**config.mk**
```make
export PLATFORM = sky130hd
export DESIGN_NAME = sbc_ctrl
export DESIGN_NICKNAME = d
export VERILOG_FILES = /design/src/sbc_pkg.sv /design/src/sbc_ctrl.sv /design/src/sbc_pin_sync.sv
export SDC_FILE = /design/constraint.sdc
export NUM_CORES = 1
export LEC_CHECK = 0
export ABC_AREA = 1
export ABC_CLOCK_PERIOD_IN_PS = 1130
export BUFFER_PORTS_ARGS = -buffer_cell sky130_fd_sc_hd__buf_2
export CAP_MARGIN = 10
export CELL_PAD_IN_SITES_DETAIL_PLACEMENT = 1
export CELL_PAD_IN_SITES_GLOBAL_PLACEMENT = 1
export CORE_ASPECT_RATIO = 0.75
export CORE_MARGIN = 2
export CORE_UTILIZATION = 32
export DETAILED_ROUTE_END_ITERATION = 7
export HOLD_SLACK_MARGIN = 0.06
export PLACE_DENSITY = 0.82
export RECOVER_POWER = 100
export SETUP_SLACK_MARGIN = 0.02
export SYNTH_ARGS = -nofsm -noshare
export SYNTH_HDL_FRONTEND = slang
export SYNTH_SLANG_ARGS = --single-unit
export TNS_END_PERCENT = 5
```
**constraint.sdc**
```tcl
create_clock -name clk -period 1.13 [get_ports clk]
set_input_delay 0 -clock clk [delete_from_list [all_inputs] [get_ports clk]]
set_output_delay 0 -clock clk [all_outputs]
set_load 0.005 [all_outputs]
```
**src/sbc_pkg.sv**
```systemverilog
package sbc_pkg;
    localparam logic [15:0] SBC_CTRL_ADDR = 16'hff61;
    localparam logic [7:0] SBC_CTRL_RESET = 8'h00;
    localparam int SBC_B_STOP_TRIG = 0;
    localparam int SBC_B_START_TRIG = 1;
    localparam int SBC_B_STOP_DET = 2;
    localparam int SBC_B_START_DET = 3;
    localparam int SBC_B_MAN_ACK = 4;
    localparam int SBC_B_AUTO_ACK = 5;
    localparam int SBC_B_ACK_DET = 6;
    localparam int SBC_B_BUSY = 7;
    localparam logic [7:0] SBC_WR_MASK = 8'hb3;
    localparam logic [3:0] SBC_ACK_CLOCK = 4'h9;

    typedef struct packed {
        logic [2:0] scl;
        logic [2:0] sda;
    } sbc_sync_t;

    typedef struct packed {
        logic busy_enable;
        logic ack_detected;
        logic auto_acknowledge_enable;
        logic manual_acknowledge;
        logic start_detected;
        logic stop_detected;
        logic start_trigger;
        logic stop_trigger;
    } sbc_ctrl_t;

    typedef enum logic [1:0] {
        SBC_IDLE = 2'b00,
        SBC_XFER = 2'b01,
        SBC_ACKP = 2'b11
    } sbc_phase_t;
endpackage

```
**src/sbc_ctrl.sv**
```systemverilog
//Contract
// Writing stop trigger sets output latch high, then trigger self-clears; disable clears it.
// Writing start trigger clears output latch low, then trigger self-clears.
// Start-detected sets on bus start; clears on transfer start, disable, reset.
// Stop-detected sets on bus stop; clears on transfer start, mismatch, disable, reset.
// Manual acknowledge holds data low until next clock fall; transfer start/disable clear.
// Auto acknowledge disabled: no automatic ack, manual ack still works.
// Auto acknowledge enabled: ack driven from eighth clock fall of received byte.
// Hardware never clears the auto acknowledge enable.
// Software sets auto acknowledge enable before a transfer, not during.
// Eight-clock wait reception needs software manual acknowledge.
// Ack-detected sets when ack sampled on rising clock after transfer; clears likewise.
// Busy enable 0 lets data output drive; 1 releases it for reception.
// Busy ends on transfer start or address reception; busy enable stays set.
// Software sets busy enable when using address-match wakeup.
// Detected flags in bits 2, 3, 6 are read-only; writes ignored.
// Control register at ff61, triggers in bits 1 and 0, resets to 00.
// Channel enable low stops operation and clears flags and triggers.
`timescale 1ns/10ps
module sbc_ctrl
    import sbc_pkg::*;
(
    input wire logic clk,
    input wire logic rstn,
    input wire logic [15:0] addr,
    input wire logic [7:0] wdata,
    input wire logic wr,
    input wire logic rd,
    output logic [7:0] rdata,
    input wire logic channel_enable,
    input wire logic xfer_start,
    input wire logic addr_received,
    input wire logic addr_mismatch,
    input wire logic rx_byte,
    input wire logic scl_i,
    input wire logic sda_i,
    output logic sda_o,
    output logic sda_oe,
    output logic serial_data_output_latch,
    output logic busy
);
    typedef struct packed {
        sbc_ctrl_t ctrl;
        logic latch;
        logic busy;
        logic scl;
        logic sda;
        logic [3:0] clk_cnt;
        sbc_phase_t phase;
        logic rx;
        logic auto_ack;
        logic [7:0] rdata;
    } sbc_state_t;

    sbc_state_t s_q;
    sbc_state_t s_d;
    logic scl_s;
    logic sda_s;
    logic hit;
    logic scl_rise;
    logic scl_fall;

    sbc_pin_sync u_sync (
        .clk(clk),
        .rstn(rstn),
        .scl_i(scl_i),
        .sda_i(sda_i),
        .scl_s(scl_s),
        .sda_s(sda_s)
    );

    assign hit = (addr == SBC_CTRL_ADDR);
    assign scl_rise = scl_s && !s_q.scl;
    assign scl_fall = !scl_s && s_q.scl;

    always_comb begin
        s_d = s_q;
        s_d.scl = scl_s;
        s_d.sda = sda_s;
        if (rd && hit) begin
            s_d.rdata = s_q.ctrl;
        end
        // Bus conditions: data edge while clock high
        if (scl_s && s_q.scl && s_q.sda && !sda_s) begin
            s_d.ctrl.start_detected = 1'b1;
            s_d.clk_cnt = 4'h0;
            s_d.phase = SBC_XFER;
        end
        if (scl_s && s_q.scl && !s_q.sda && sda_s) begin
            s_d.ctrl.stop_detected = 1'b1;
            s_d.phase = SBC_IDLE;
        end
        // Clock counting: ninth rising edge samples ack
        if (scl_rise && s_q.phase != SBC_IDLE) begin
            s_d.clk_cnt = 4'(s_q.clk_cnt + 4'h1);
            if (4'(s_q.clk_cnt + 4'h1) == SBC_ACK_CLOCK) begin
                s_d.phase = SBC_ACKP;
                if (!sda_s) begin
                    s_d.ctrl.ack_detected = 1'b1;
                end
            end
        end
        if (rx_byte) begin
            s_d.rx = 1'b1;
        end
        // Manual ack lasts until the next falling clock edge
        if (scl_fall) begin
            s_d.ctrl.manual_acknowledge = 1'b0;
            if (s_q.auto_ack) begin
                s_d.auto_ack = 1'b0;
            end else if (s_q.clk_cnt == 4'h8 && s_q.rx
                         && s_q.ctrl.auto_acknowledge_enable) begin
                s_d.auto_ack = 1'b1;
                s_d.rx = 1'b0;
            end
            if (s_q.phase == SBC_ACKP) begin
                s_d.clk_cnt = 4'h0;
                s_d.phase = SBC_XFER;
            end
        end
        if (wr && hit) begin
            // Flag bits are not writable; hardware never clears auto ack enable
            s_d.ctrl = (s_d.ctrl & ~SBC_WR_MASK) | (wdata & SBC_WR_MASK);
        end
        // Triggers act and self-clear the cycle after they are written
        if (s_q.ctrl.stop_trigger) begin
            s_d.latch = 1'b1;
            s_d.ctrl.stop_trigger = 1'b0;
        end
        if (s_q.ctrl.start_trigger) begin
            s_d.latch = 1'b0;
            s_d.ctrl.start_trigger = 1'b0;
        end
        if (xfer_start) begin
            s_d.ctrl.start_detected = 1'b0;
            s_d.ctrl.stop_detected = 1'b0;
            s_d.ctrl.ack_detected = 1'b0;
            s_d.ctrl.manual_acknowledge = 1'b0;
            s_d.busy = 1'b0;
        end
        if (addr_received) begin
            s_d.busy = 1'b0;
        end
        if (addr_mismatch) begin
            s_d.ctrl.stop_detected = 1'b0;
        end
        if (wr && hit && wdata[SBC_B_BUSY]) begin
            s_d.busy = 1'b1;
        end
        if (!channel_enable) begin
            s_d.ctrl.stop_trigger = 1'b0;
            s_d.ctrl.start_trigger = 1'b0;
            s_d.ctrl.start_detected = 1'b0;
            s_d.ctrl.stop_detected = 1'b0;
            s_d.ctrl.ack_detected = 1'b0;
            s_d.ctrl.manual_acknowledge = 1'b0;
            s_d.auto_ack = 1'b0;
            s_d.rx = 1'b0;
            s_d.phase = SBC_IDLE;
            s_d.clk_cnt = 4'h0;
        end
    end

    always_ff @(posedge clk) begin
        if (!rstn) begin
            s_q <= '0;
            s_q.ctrl <= SBC_CTRL_RESET;
            s_q.latch <= 1'b1;
            s_q.scl <= 1'b1;
            s_q.sda <= 1'b1;
        end else begin
            s_q <= s_d;
        end
    end

    // Open-drain: only a low is ever driven; busy enable releases the latch path
    always_comb begin
        sda_o = 1'b0;
        sda_oe = 1'b0;
        if (channel_enable) begin
            if (s_q.ctrl.manual_acknowledge || s_q.auto_ack) begin
                sda_oe = 1'b1;
            end else if (!s_q.ctrl.busy_enable && !s_q.latch) begin
                sda_oe = 1'b1;
            end
        end
    end

    assign rdata = s_q.rdata;
    assign serial_data_output_latch = s_q.latch;
    assign busy = s_q.busy;
endmodule

```
**src/sbc_pin_sync.sv**
```systemverilog
`timescale 1ns/10ps
module sbc_pin_sync
    import sbc_pkg::*;
(
    input wire logic clk,
    input wire logic rstn,
    input wire logic scl_i,
    input wire logic sda_i,
    output logic scl_s,
    output logic sda_s
);
    sbc_sync_t st_q;
    sbc_sync_t st_d;
    logic scl_hold_q;
    logic sda_hold_q;

    always_comb begin
        st_d = st_q;
        st_d.scl = {st_q.scl[1:0], scl_i};
        st_d.sda = {st_q.sda[1:0], sda_i};
    end

    // Level moves only when the last two stages agree; first stage feeds only the second
    always_ff @(posedge clk) begin
        if (!rstn) begin
            st_q <= '1;
            scl_hold_q <= 1'b1;
            sda_hold_q <= 1'b1;
        end else begin
            st_q <= st_d;
            if (st_q.scl[2] == st_q.scl[1]) begin
                scl_hold_q <= st_q.scl[2];
            end
            if (st_q.sda[2] == st_q.sda[1]) begin
                sda_hold_q <= st_q.sda[2];
            end
        end
    end

    assign scl_s = scl_hold_q;
    assign sda_s = sda_hold_q;
endmodule

```
======== Word-level counts from Yosys, hierarchy flattened ========
Cells that the tools add are included.
operators by class
  add/subtract/negate cells ............... 1
  equality and inequality tests ........... 6
  mux-type cells .......................... 25
  bitwise operators ....................... 3
  reductions and logical operators ........ 30
operators by type and width
  operator                                      number
  two-way mux 6 bit                             3
  two-way mux 1 bit                             17
  == test 16 bit (second input constant)        1
  logical AND 1 bit                             14
  OR reduction 3 bit                            3
  == test 4 bit (second input constant)         2
  two-way mux 8 bit                             1
  bitwise OR 7 x 8 -> 8 bit                     1
  two-way mux 7 bit                             1
  logical NOT 1 bit                             6
  two-way mux 2 bit                             3
  nonzero test 2 bit                            3
  adder 4 x 1 -> 4 bit (second input constant)  1
  OR reduction 4 bit                            1
  nonzero test 3 bit                            1
  == test 1 bit                                 2
  == test 2 bit (second input constant)         1
  inverter 1 bit                                2
  AND reduction 2 bit                           1
  logical OR 1 bit                              1
storage, ports and cells
  register bits ........................... 36
  bits of input ports ..................... 35
  output and inout bits ................... 12
  logic and storage cells ................. 86

======== Longest topological paths before layout ========
Gate-level depths: netlist (run 1).
  depth after elaboration ................. 9
  mapped depth ............................ 8
  gate-level depth less buffers ........... 8

======== Cells and area by module ========
Synthesis (run 1) repeated with hierarchy kept, for this count alone.
second synthesis, totals
  cell total of the unflattened synthesis .. 232
  area total of the unflattened synthesis .. 1691.6 um2
modules (own cells, without submodules)
  module        instances  cells an instance  area an instance (um2)  seq. area each (um2)
  sbc_ctrl      1          197                1417.6                  560.5
  sbc_pin_sync  1          35                 274.0                   160.2

======== Worst setup path after synthesis (run 1) ========
No wires, ideal clock.
  path type ............................... register to register
  from .................................... register s_q[12] (netlist bit)
  to ...................................... register s_q[11] (netlist bit)
  library setup time ...................... 64 ps
  arrival ................................. 1055 ps
  required time ........................... 1066 ps
  path slack .............................. 11 ps
  stages on the path, launching flop included .. 8
  path buffers ............................ 0
  clock period less this slack ............ 1119 ps
  path through ............................ dfxtp_1 > ha_1 > xor2_1 > nor2_2 > nand2_1 > nor2_2 > nor2_1 > nor2_1
between the ends
  word-level cells in the longest chain between the ends .. 6
RTL lines
  item                      RTL line         RTL
  start, declared           sbc_ctrl.sv:55   sbc_state_t s_q;
  adder 4 x 1 -> 4 bit (*)  sbc_ctrl.sv:96   if (4'(s_q.clk_cnt + 4'h1) == SBC_ACK_CLOCK) begin
  == test 4 bit (*)         sbc_ctrl.sv:96
  two-way mux 2 bit (*)     sbc_ctrl.sv:96
  two-way mux 6 bit (*)     sbc_ctrl.sv:94   if (scl_rise && s_q.phase != SBC_IDLE) begin
  two-way mux 6 bit         sbc_ctrl.sv:116  if (s_q.phase == SBC_ACKP) begin
  two-way mux 8 bit (*)     sbc_ctrl.sv:107  if (scl_fall) begin
Every way passes the cells marked *; elsewhere a longest branch is shown, timed or not.
A chain may end at the register's enable or synchronous reset.

======== Worst setup path after layout (run 1) ========
Same ends and word-level chain as after synthesis.

==> impl_metrics.json, run 1 <==
{
  "status": "complete, but fails checks",
  "violations": "negative setup slack",
  "syn_area_mm2": 0.00163,
  "finalClockSkew_ns": 0.00207,
  "die_y_um": 65.8,
  "wire_per_inst_um": 12.4,
  "cts_root_buf": "clkbuf_8",
  "std_cell_rows": 22,
  "insertion_delay_ns": 0.28,
  "clkSinkCount": 36,
  "area_delta_synth_final_pct": 29.7,
  "critPathLaunchType": "register",
  "io_buffers": 42,
  "final_area_mm2": 0.00211,
  "leakagePower_nw": 1.02,
  "cts-buffers-inserted": 5,
  "cp-end-kind": "register",
  "antenna_found_initial": 0,
  "maxSlewViolCount": 0,
  "synthTopCellsByArea": "dfxtp_1 44%, nor2_1 10%, nand2_1 9.5%",
  "fin_nets": 317,
  "dr.pass1.iters": 4,
  "mostFrequentLayoutCell": "nor2_1",
  "cts_tree": "built",
  "grt_pass1_vias": 1598,
  "wirelength_um": 4220,
  "fp.dieArea_mm2": 0.00568,
  "synth-seq-cells": 36,
  "yosysTopAreaCell": "dfxtp_1",
  "ir_drop_uv": 653,
  "powerDensity_mw_per_mm2": 1150,
  "max_freq_ghz": 0.825,
  "crit_type": "reg2reg",
  "grt_first_pass_wirelength_um": 7160,
  "ios": 47,
  "cap_violations": 0,
  "dp_hpwl_um": 3090,
  "finalHoldViolations": 0,
  "mostFrequentLayoutCells": "44 x nor2_1, 41 x nand2_1, 36 x buf_2, 32 x dfxtp_1, 30 x inv_1",
  "syn-mean-instance-area_um2": 7.37,
  "path_clk_slew_ns": 0.07,
  "netlist_instances": 221,
  "track_usage": 0.165,
  "fillers": 643,
  "dp_cells": 318,
  "grt_max_degree": 11,
  "rsz0062_at_grt": "true",
  "min_path_type": "in2reg",
  "setup_viol": 5,
  "crit_arrival_ns": 1.44,
  "yosysUniqueCellTypes": 25,
  "grt_overflow_total": 0,
  "drive_gt1_frac": 0.251,
  "start_util": 0.332,
  "syn_nets": 259,
  "via_per_inst": 4.54,
  "core_mm2": 0.00490,
  "seq_area_frac_synth": 0.443,
  "route.detailed.drc": 0,
  "min_period_ns": 1.21,
  "htreeDepth": 2,
  "antenna_cells": 0,
  "place_congestion": 0.826,
  "final_critical_path_setup_slack_ns": -0.0826,
  "via_count": 1538,
  "die_w_um": 86.4,
  "fin_crit_sh": 1.07,
  "cp_data_required_time_ns": 1.36,
  "timing.hold.ws_ns": 0.108,
  "synth_warnings": 0,
  "yosysTopAreaCellShare": 0.443,
  "place_area_mm2": 0.00188,
  "drtAntennaViolNets": 0,
  "fin_cells": 339,
  "cp_max_fo": 3,
  "clockBufferDepth": 2,
  "drt_iter0_markers": 35
}
cells in the mapped netlist (all sizes together):
cell	number
nand4	8
nand2	42
conb	1
inv	30
xor2	1
o211a	1
dfxtp	36
ha	3
nand3b	1
nor3	4
o21ai	4
nor2	49
buf	10
or2	7
a21oi	10
nand3	11
o31a	1
or3b	1
and2	1
power by group:
group	internal, mW	switching [mW]	leakage [nW]
logic	0.0871	0.0724	0.674
registers	1.28	0.00470	0.293
clock network	0.543	0.440	0.0503
total	1.91	0.518	1.02
cells by family (layout without fill, tap and decap cells):
kind of cell               count (synthesis)  after routing  share of synthesized area
other                                      1              1                    0.00230
adders and majority gates                  3              3                     0.0231
and+or+nand+nor                          124            124                      0.358
buffers and inverters                     40             98                      0.114
DFF                                       36             36                      0.443
xor gates and xnor gates                   1              1                    0.00538
AOI/OAI and AO/OA                         16             16                     0.0546
through the flow:
stage / utilization / worst slack, ns / setup TNS, ns / total power [mW]
floorplan: - / 0.0110 / 0 / 1.36
global placement: 0.383 / -0.0128 / -0.0225 / 1.43
detailed placement: 0.383 / -0.0804 / -0.147 / 1.44
CTS: 0.430 / -0.113 / -0.251 / 2.46
global route: 0.431 / -0.178 / -0.948 / 2.55
finish: 0.431 / -0.0826 / -0.222 / 2.43
final timing paths:
check	cells past startpoint	endpoint	slack (ns)	start
setup / recovery	7	s_q[11]	-0.08	s_q[12]
hold / removal	3	serial_data_output_latch	0.11	rstn
setup reg to reg	7	s_q[11]	-0.08	s_q[12]
hold reg to reg	1	u_sync.st_d[2]	0.41	u_sync.st_d[1]
critical path: stages, from the launching register on:
cell     delay, ns
dfxtp_2       0.33
ha_2          0.18
xor2_1        0.17
nor2_2        0.16
nand2_1       0.08
nor2_2        0.11
nor2_1        0.05
nor2_1        0.08
area by class of cell:
type,count,area [um^2],area share
timing repair buffer,61,374,0.177
sequential,36,726,0.344
tap,60,75.1,0.0356
multi-input combinational,145,727,0.344
clock buffer,7,96.3,0.0456
inverter,30,113,0.0533
flip-flops by register name, indices dropped and copies added, names as in the netlist, named ones only:
register / count
busy: 1
rdata: 8
s_q: 17
serial_data_output_latch: 1
u_sync.scl_s: 1
u_sync.sda_s: 1
u_sync.st_d: 4
u_sync.st_q: 2
per-layer routing:
layer	track usage	vias up	wire [um]
li1	-	789	-
met1	0.200	715	1990
met2	0.283	26	1990
met3	0.0415	8	134
met4	0.0586	0	91
met5	0	-	0
what timing repair did:
| item | 4_1_cts | 5_1_grt |
|---|---|---|
| buffers inserted | 0 | 1 |
| pin swaps | 0 | 2 |
| setup endpoints to repair | 8 | 12 |
| resized for setup | 2 | 5 |
| hold buffers | 13 | 0 |
| gates cloned | 0 | 0 |
| hold endpoints to repair | 15 | 0 |
No activity file was read; power rests on OpenSTA's default activity.
==> inputs of run 2 (changes only) <==
--- a/config.mk
+++ b/config.mk
@@ -16,6 +16,7 @@
 export CORE_UTILIZATION = 32
 export DETAILED_ROUTE_END_ITERATION = 7
 export HOLD_SLACK_MARGIN = 0.06
+export MAX_ROUTING_LAYER = met4
 export PLACE_DENSITY = 0.82
 export RECOVER_POWER = 100
 export SETUP_SLACK_MARGIN = 0.02
==> run 2 against run 1 <==
The run still ends with negative setup slack left. Largest cell class unchanged. Register-to-register slack is essentially flat. Sequential share of layout area stayed put. Non-clock buffer count did not move. Die area unchanged. Worst hold slack hardly changed.
==> impl_metrics.json, run 2 (synthesis results as in run 1) <==
{
  "cp-end-kind": "register",
  "crit_arrival_ns": 1.44,
  "min_period_ns": 1.21,
  "maxSlewViolCount": 0,
  "fillers": 643,
  "wire_per_inst_um": 12.4,
  "cp_data_required_time_ns": 1.36,
  "worstReg2RegStart": "s_q[12]",
  "std_cell_rows": 22,
  "fin_crit_sh": 1.07,
  "setup-tns-final_ns": -0.226,
  "cp_slowest_stage_delay_ns": 0.33,
  "grt_max_degree": 11,
  "rsz0062_at_grt": "true",
  "drtAntennaViolNets": 0,
  "crit_family": "simple AND/OR/NAND/NOR gates",
  "mostFrequentLayoutCell": "nor2_1",
  "largest_register": "s_q",
  "status": "complete, but fails checks",
  "ir_drop_uv": 653,
  "critical_path.startpoint": "s_q[12]",
  "crit_buf_inv": 0,
  "max_freq_ghz": 0.824,
  "core_mm2": 0.00490,
  "route.detailed.drc": 0,
  "fin_nets": 317,
  "setup_viol": 5,
  "grt_pass1_vias": 1599,
  "min_path_type": "in2reg",
  "leakagePower_nw": 1.02,
  "switching_power_uw": 515,
  "drive_gt1_frac": 0.251,
  "dr.pass1.iters": 4,
  "swShare": 0.212,
  "die_w_um": 86.4,
  "path_cells": "ha_2 > xor2_1 > nor2_2 > nand2_1 > nor2_2 > nor2_1 > nor2_1",
  "p_int_mw": 1.91,
  "via_per_inst": 4.55,
  "final_critical_path_setup_slack_ns": -0.0834,
  "p_comb_frac": 0.066,
  "fp.dieArea_mm2": 0.00568,
  "area_delta_synth_final_pct": 29.7,
  "place_congestion": 0.839,
  "cap_violations": 0,
  "critPathLaunchType": "register",
  "finalClockSkew_ns": 0.00230,
  "via_count": 1544,
  "seqPwrFrac": 0.530,
  "cts_root_buf": "clkbuf_8",
  "start_util": 0.332,
  "insertion_delay_ns": 0.28,
  "antenna_cells": 0,
  "die_y_um": 65.8,
  "grt_overflow_total": 0,
  "dp_hpwl_um": 3090,
  "powerDensity_mw_per_mm2": 1150,
  "htreeDepth": 2,
  "wirelength_um": 4200,
  "dp_cells": 318,
  "crit_type": "reg2reg",
  "ios": 47,
  "violations": "negative setup slack",
  "clkSinkCount": 36,
  "final_area_mm2": 0.00211,
  "largest_register_ff_count": 17,
  "path_clk_slew_ns": 0.07,
  "cts_tree": "built",
  "clkPwrFrac": 0.404,
  "mostFrequentLayoutCells": "44 x nor2_1, 41 x nand2_1, 36 x buf_2, 32 x dfxtp_1, 30 x inv_1",
  "finalHoldViolations": 0,
  "clockBufferDepth": 2,
  "io_buffers": 42,
  "slowest_stage": "dfxtp_2",
  "antenna_found_initial": 0,
  "min_from": "rstn",
  "track_usage": 0.169,
  "cts-buffers-inserted": 5,
  "place_ws_ns": -0.0804,
  "place_area_mm2": 0.00188,
  "finalPower_mw": 2.42,
  "cp_max_fo": 3,
  "fin_cells": 339,
  "drt_iter0_markers": 37,
  "grt_first_pass_wirelength_um": 7160
}
## run 2: cell counts in the layout (fill, tap and decap cells not counted)
Identical to the previous run, type by type.
## run 2: stage by stage
stage	util	hold slack (ns)
2_1_floorplan	-	0.0724
3_3_place_gp	0.383	0.166
3_5_place_dp	0.383	0.176
4_1_cts	0.430	0.0985
5_1_grt	0.431	0.106
6_report	0.431	0.107
## run 2: area by class of cell
class | instances | area, um^2 | area share
multi-input cells | 145 | 727 | 0.344
well taps | 60 | 75.1 | 0.0356
repair buffers | 61 | 374 | 0.177
clock buffers | 7 | 96.3 | 0.0456
flip-flops and latches | 36 | 726 | 0.344
inverters | 30 | 113 | 0.0533
## run 2: power by group through the flow
stage,logic (mW),clock network (mW),registers [mW]
final,0.160,0.980,1.28
after global routing,0.180,1.08,1.28
after CTS,0.160,1.02,1.28
after detailed placement,0.124,0,1.31
after global placement,0.121,0,1.31
after floorplan,0.0465,0,1.31
## run 2: repair_timing
action | CTS | global route
endpoints found under the setup margin | 8 | 12
hold endpoints to repair | 15 | 0
resized for setup | 2 | 5
pin swaps | 0 | 2
setup buffers | 0 | 1
hold buffers | 13 | 0
## run 2: path summary, 6_finish.rpt
check,to,depth (start not counted),slack (ns)
setup / recovery,s_q[11],7,-0.08
setup reg to reg,s_q[11],7,-0.08
hold reg to reg,u_sync.st_d[2],1,0.41
hold / removal,serial_data_output_latch,3,0.11
## run 2: layer usage
metal	global-route usage	share of wire	vias up	wire (um)
met4	0.0586	0.022	0	91
met5	-	0	-	0
met3	0.0415	0.032	8	134
met1	0.199	0.47	721	1970
met2	0.284	0.48	26	2000
li1	-	-	789	-
## run 2: worst reg2reg max path: cells and delay by family (launching register included)
| kind | cells | cell delay, ns |
|---|---|---|
| flops | 1 | 0.33 |
| simple gates | 5 | 0.48 |
| fa+ha+maj | 1 | 0.18 |
| xor+xnor | 1 | 0.17 |
==> inputs of run 3 (changes only) <==
--- a/config.mk
+++ b/config.mk
@@ -17,7 +17,7 @@
 export DETAILED_ROUTE_END_ITERATION = 7
 export HOLD_SLACK_MARGIN = 0.06
 export MAX_ROUTING_LAYER = met4
-export PLACE_DENSITY = 0.82
+export PLACE_DENSITY_LB_ADDON = 0.15
 export RECOVER_POWER = 100
 export SETUP_SLACK_MARGIN = 0.02
 export SYNTH_ARGS = -nofsm -noshare
==> run 3 against run 2 <==
The flow still finishes with violations (negative setup slack). Sequential cell count stayed put. Register-to-register slack better by 0.03 ns. Utilization is 0.64 points higher. Non-clock buffer count stayed put. Cell area is 1.5% higher. Sequential power hardly changed. Worst setup slack better by 0.032 ns. Highest routed layer unchanged. Count of clock-buffer cells in the layout is 1 lower. Power is 6.2% higher. Maximum frequency is 2.7% higher. Sequential share of layout area is 0.44 points lower.
==> impl_metrics.json, run 3 (synthesis results as in run 1) <==
{
  "status": "complete, but fails checks",
  "violations": "negative setup slack",
  "min_period_ns": 1.18,
  "top_usage_layer": "met2",
  "cap_violations": 0,
  "io_buffers": 42,
  "maxSlewViolCount": 0,
  "grtUsageMet1": 0.217,
  "insertion_delay_ns": 0.29,
  "cp_max_fo": 4,
  "met2_usage": 0.243,
  "wire_per_inst_um": 12.0,
  "track_usage": 0.166,
  "core_mm2": 0.00490,
  "wirelength_um": 4070,
  "worstReg2RegStart": "s_q[12]",
  "crit_end": "s_q[11]",
  "finalPower_mw": 2.57,
  "fin_crit_sh": 1.05,
  "cts_tree": "built",
  "grt_overflow_total": 0,
  "grt_pass1_vias": 1489,
  "crit_type": "reg2reg",
  "grtUsageMet3": 0.0427,
  "die_w_um": 86.4,
  "via_count": 1516,
  "antenna_cells": 0,
  "largest_register": "s_q",
  "dp_hpwl_um": 3020,
  "critPathLaunchType": "register",
  "via_per_inst": 4.46,
  "route.detailed.drc": 0,
  "ir_drop_uv": 661,
  "cts_root_buf": "clkbuf_8",
  "crit_arrival_ns": 1.41,
  "start_util": 0.332,
  "critical_path.startpoint": "s_q[12]",
  "std_cell_rows": 22,
  "leakagePower_nw": 1.04,
  "reg2reg_depth": 7,
  "finalHoldViolations": 0,
  "finalClockSkew_ns": 0.00784,
  "min_path_type": "in2reg",
  "place_congestion": 0.800,
  "dr.pass1.iters": 4,
  "mostFrequentLayoutCells": "43 x nor2_1, 42 x buf_2, 41 x nand2_1, 31 x dfxtp_1, 28 x inv_1",
  "fin_nets": 317,
  "r2r_setup_slack_ns": -0.05,
  "htreeDepth": 2,
  "area_delta_synth_final_pct": 31.6,
  "cts-buffers-inserted": 5,
  "final_critical_path_setup_slack_ns": -0.0510,
  "drtAntennaViolNets": 0,
  "die_y_um": 65.8,
  "rsz0062_at_grt": "true",
  "min_from": "channel_enable",
  "timing.hold.ws_ns": 0.0875,
  "clockBufferDepth": 2,
  "cp-end-kind": "register",
  "drt_iter0_markers": 30,
  "cp_data_required_time_ns": 1.36,
  "largest_register_ff_count": 17,
  "grt_first_pass_wirelength_um": 6900,
  "clkSinkCount": 36,
  "max_freq_ghz": 0.847,
  "mostFrequentLayoutCell": "nor2_1",
  "timing.rr.end": "s_q[11]",
  "drive_gt1_frac": 0.293,
  "grt_max_degree": 12,
  "path_clk_slew_ns": 0.07,
  "powerDensity_mw_per_mm2": 1200,
  "fp.dieArea_mm2": 0.00568,
  "setup_viol": 4,
  "ios": 47,
  "antenna_found_initial": 0
}
[run 3: stage by stage]
stage | cells | setup slack [ns] | area [um^2] | TNS, ns | utilization
floorplan | 221 | 0.0110 | 1630 | 0 | -
global placement | 319 | -0.0347 | 1890 | -0.0676 | 0.385
detailed placement | 319 | -0.0731 | 1890 | -0.173 | 0.385
CTS | 340 | -0.0672 | 2130 | -0.126 | 0.435
global route | 340 | -0.160 | 2140 | -0.561 | 0.437
finish | 340 | -0.0510 | 2140 | -0.0862 | 0.437
[run 3: worst min-delay path by stage]
stage / end / cells past startpoint
6_report: s_q[8] / 3
5_1_grt: s_q[10] / 3
4_1_cts: serial_data_output_latch / 3
3_5_place_dp: s_q[22] / 2
3_3_place_gp: s_q[22] / 2
2_1_floorplan: s_q[22] / 1
[run 3: worst max-delay path: stages (launching register included)]
cell     delay [ns]
dfxtp_2        0.34
ha_2           0.18
xor2_1         0.16
nor2_2         0.13
nand2_1        0.08
nor2_2         0.10
nor2_1         0.05
nor2_1         0.09
[run 3: area by class of cell]
cell class,count,area (um^2)
well taps,60,75.1
inverters,30,113
fillers,630,2760
multi-input cells,145,734
clock inverters,2,35.0
flip-flops and latches,36,727
repair buffers,61,385
clock buffers,6,72.6
[run 3: per-layer routing]
layer,vias up,part of all wire
met5,-,0
met1,690,0.52
li1,796,-
met4,0,0.020
met2,22,0.43
met3,8,0.033
[run 3: timing repair]
item,in CTS,in global routing
buffers inserted,0,0
pin swaps,1,0
hold buffers,13,0
setup endpoints to repair,8,12
endpoints found under the hold margin,15,0
gates resized for setup,4,7
[run 3: report_power, final]
| group | internal, mW | switching, mW |
|---|---|---|
| sequential | 1.28 | 0.00508 |
| clock | 0.655 | 0.474 |
| combinational | 0.0883 | 0.0733 |
| total | 2.02 | 0.552 |
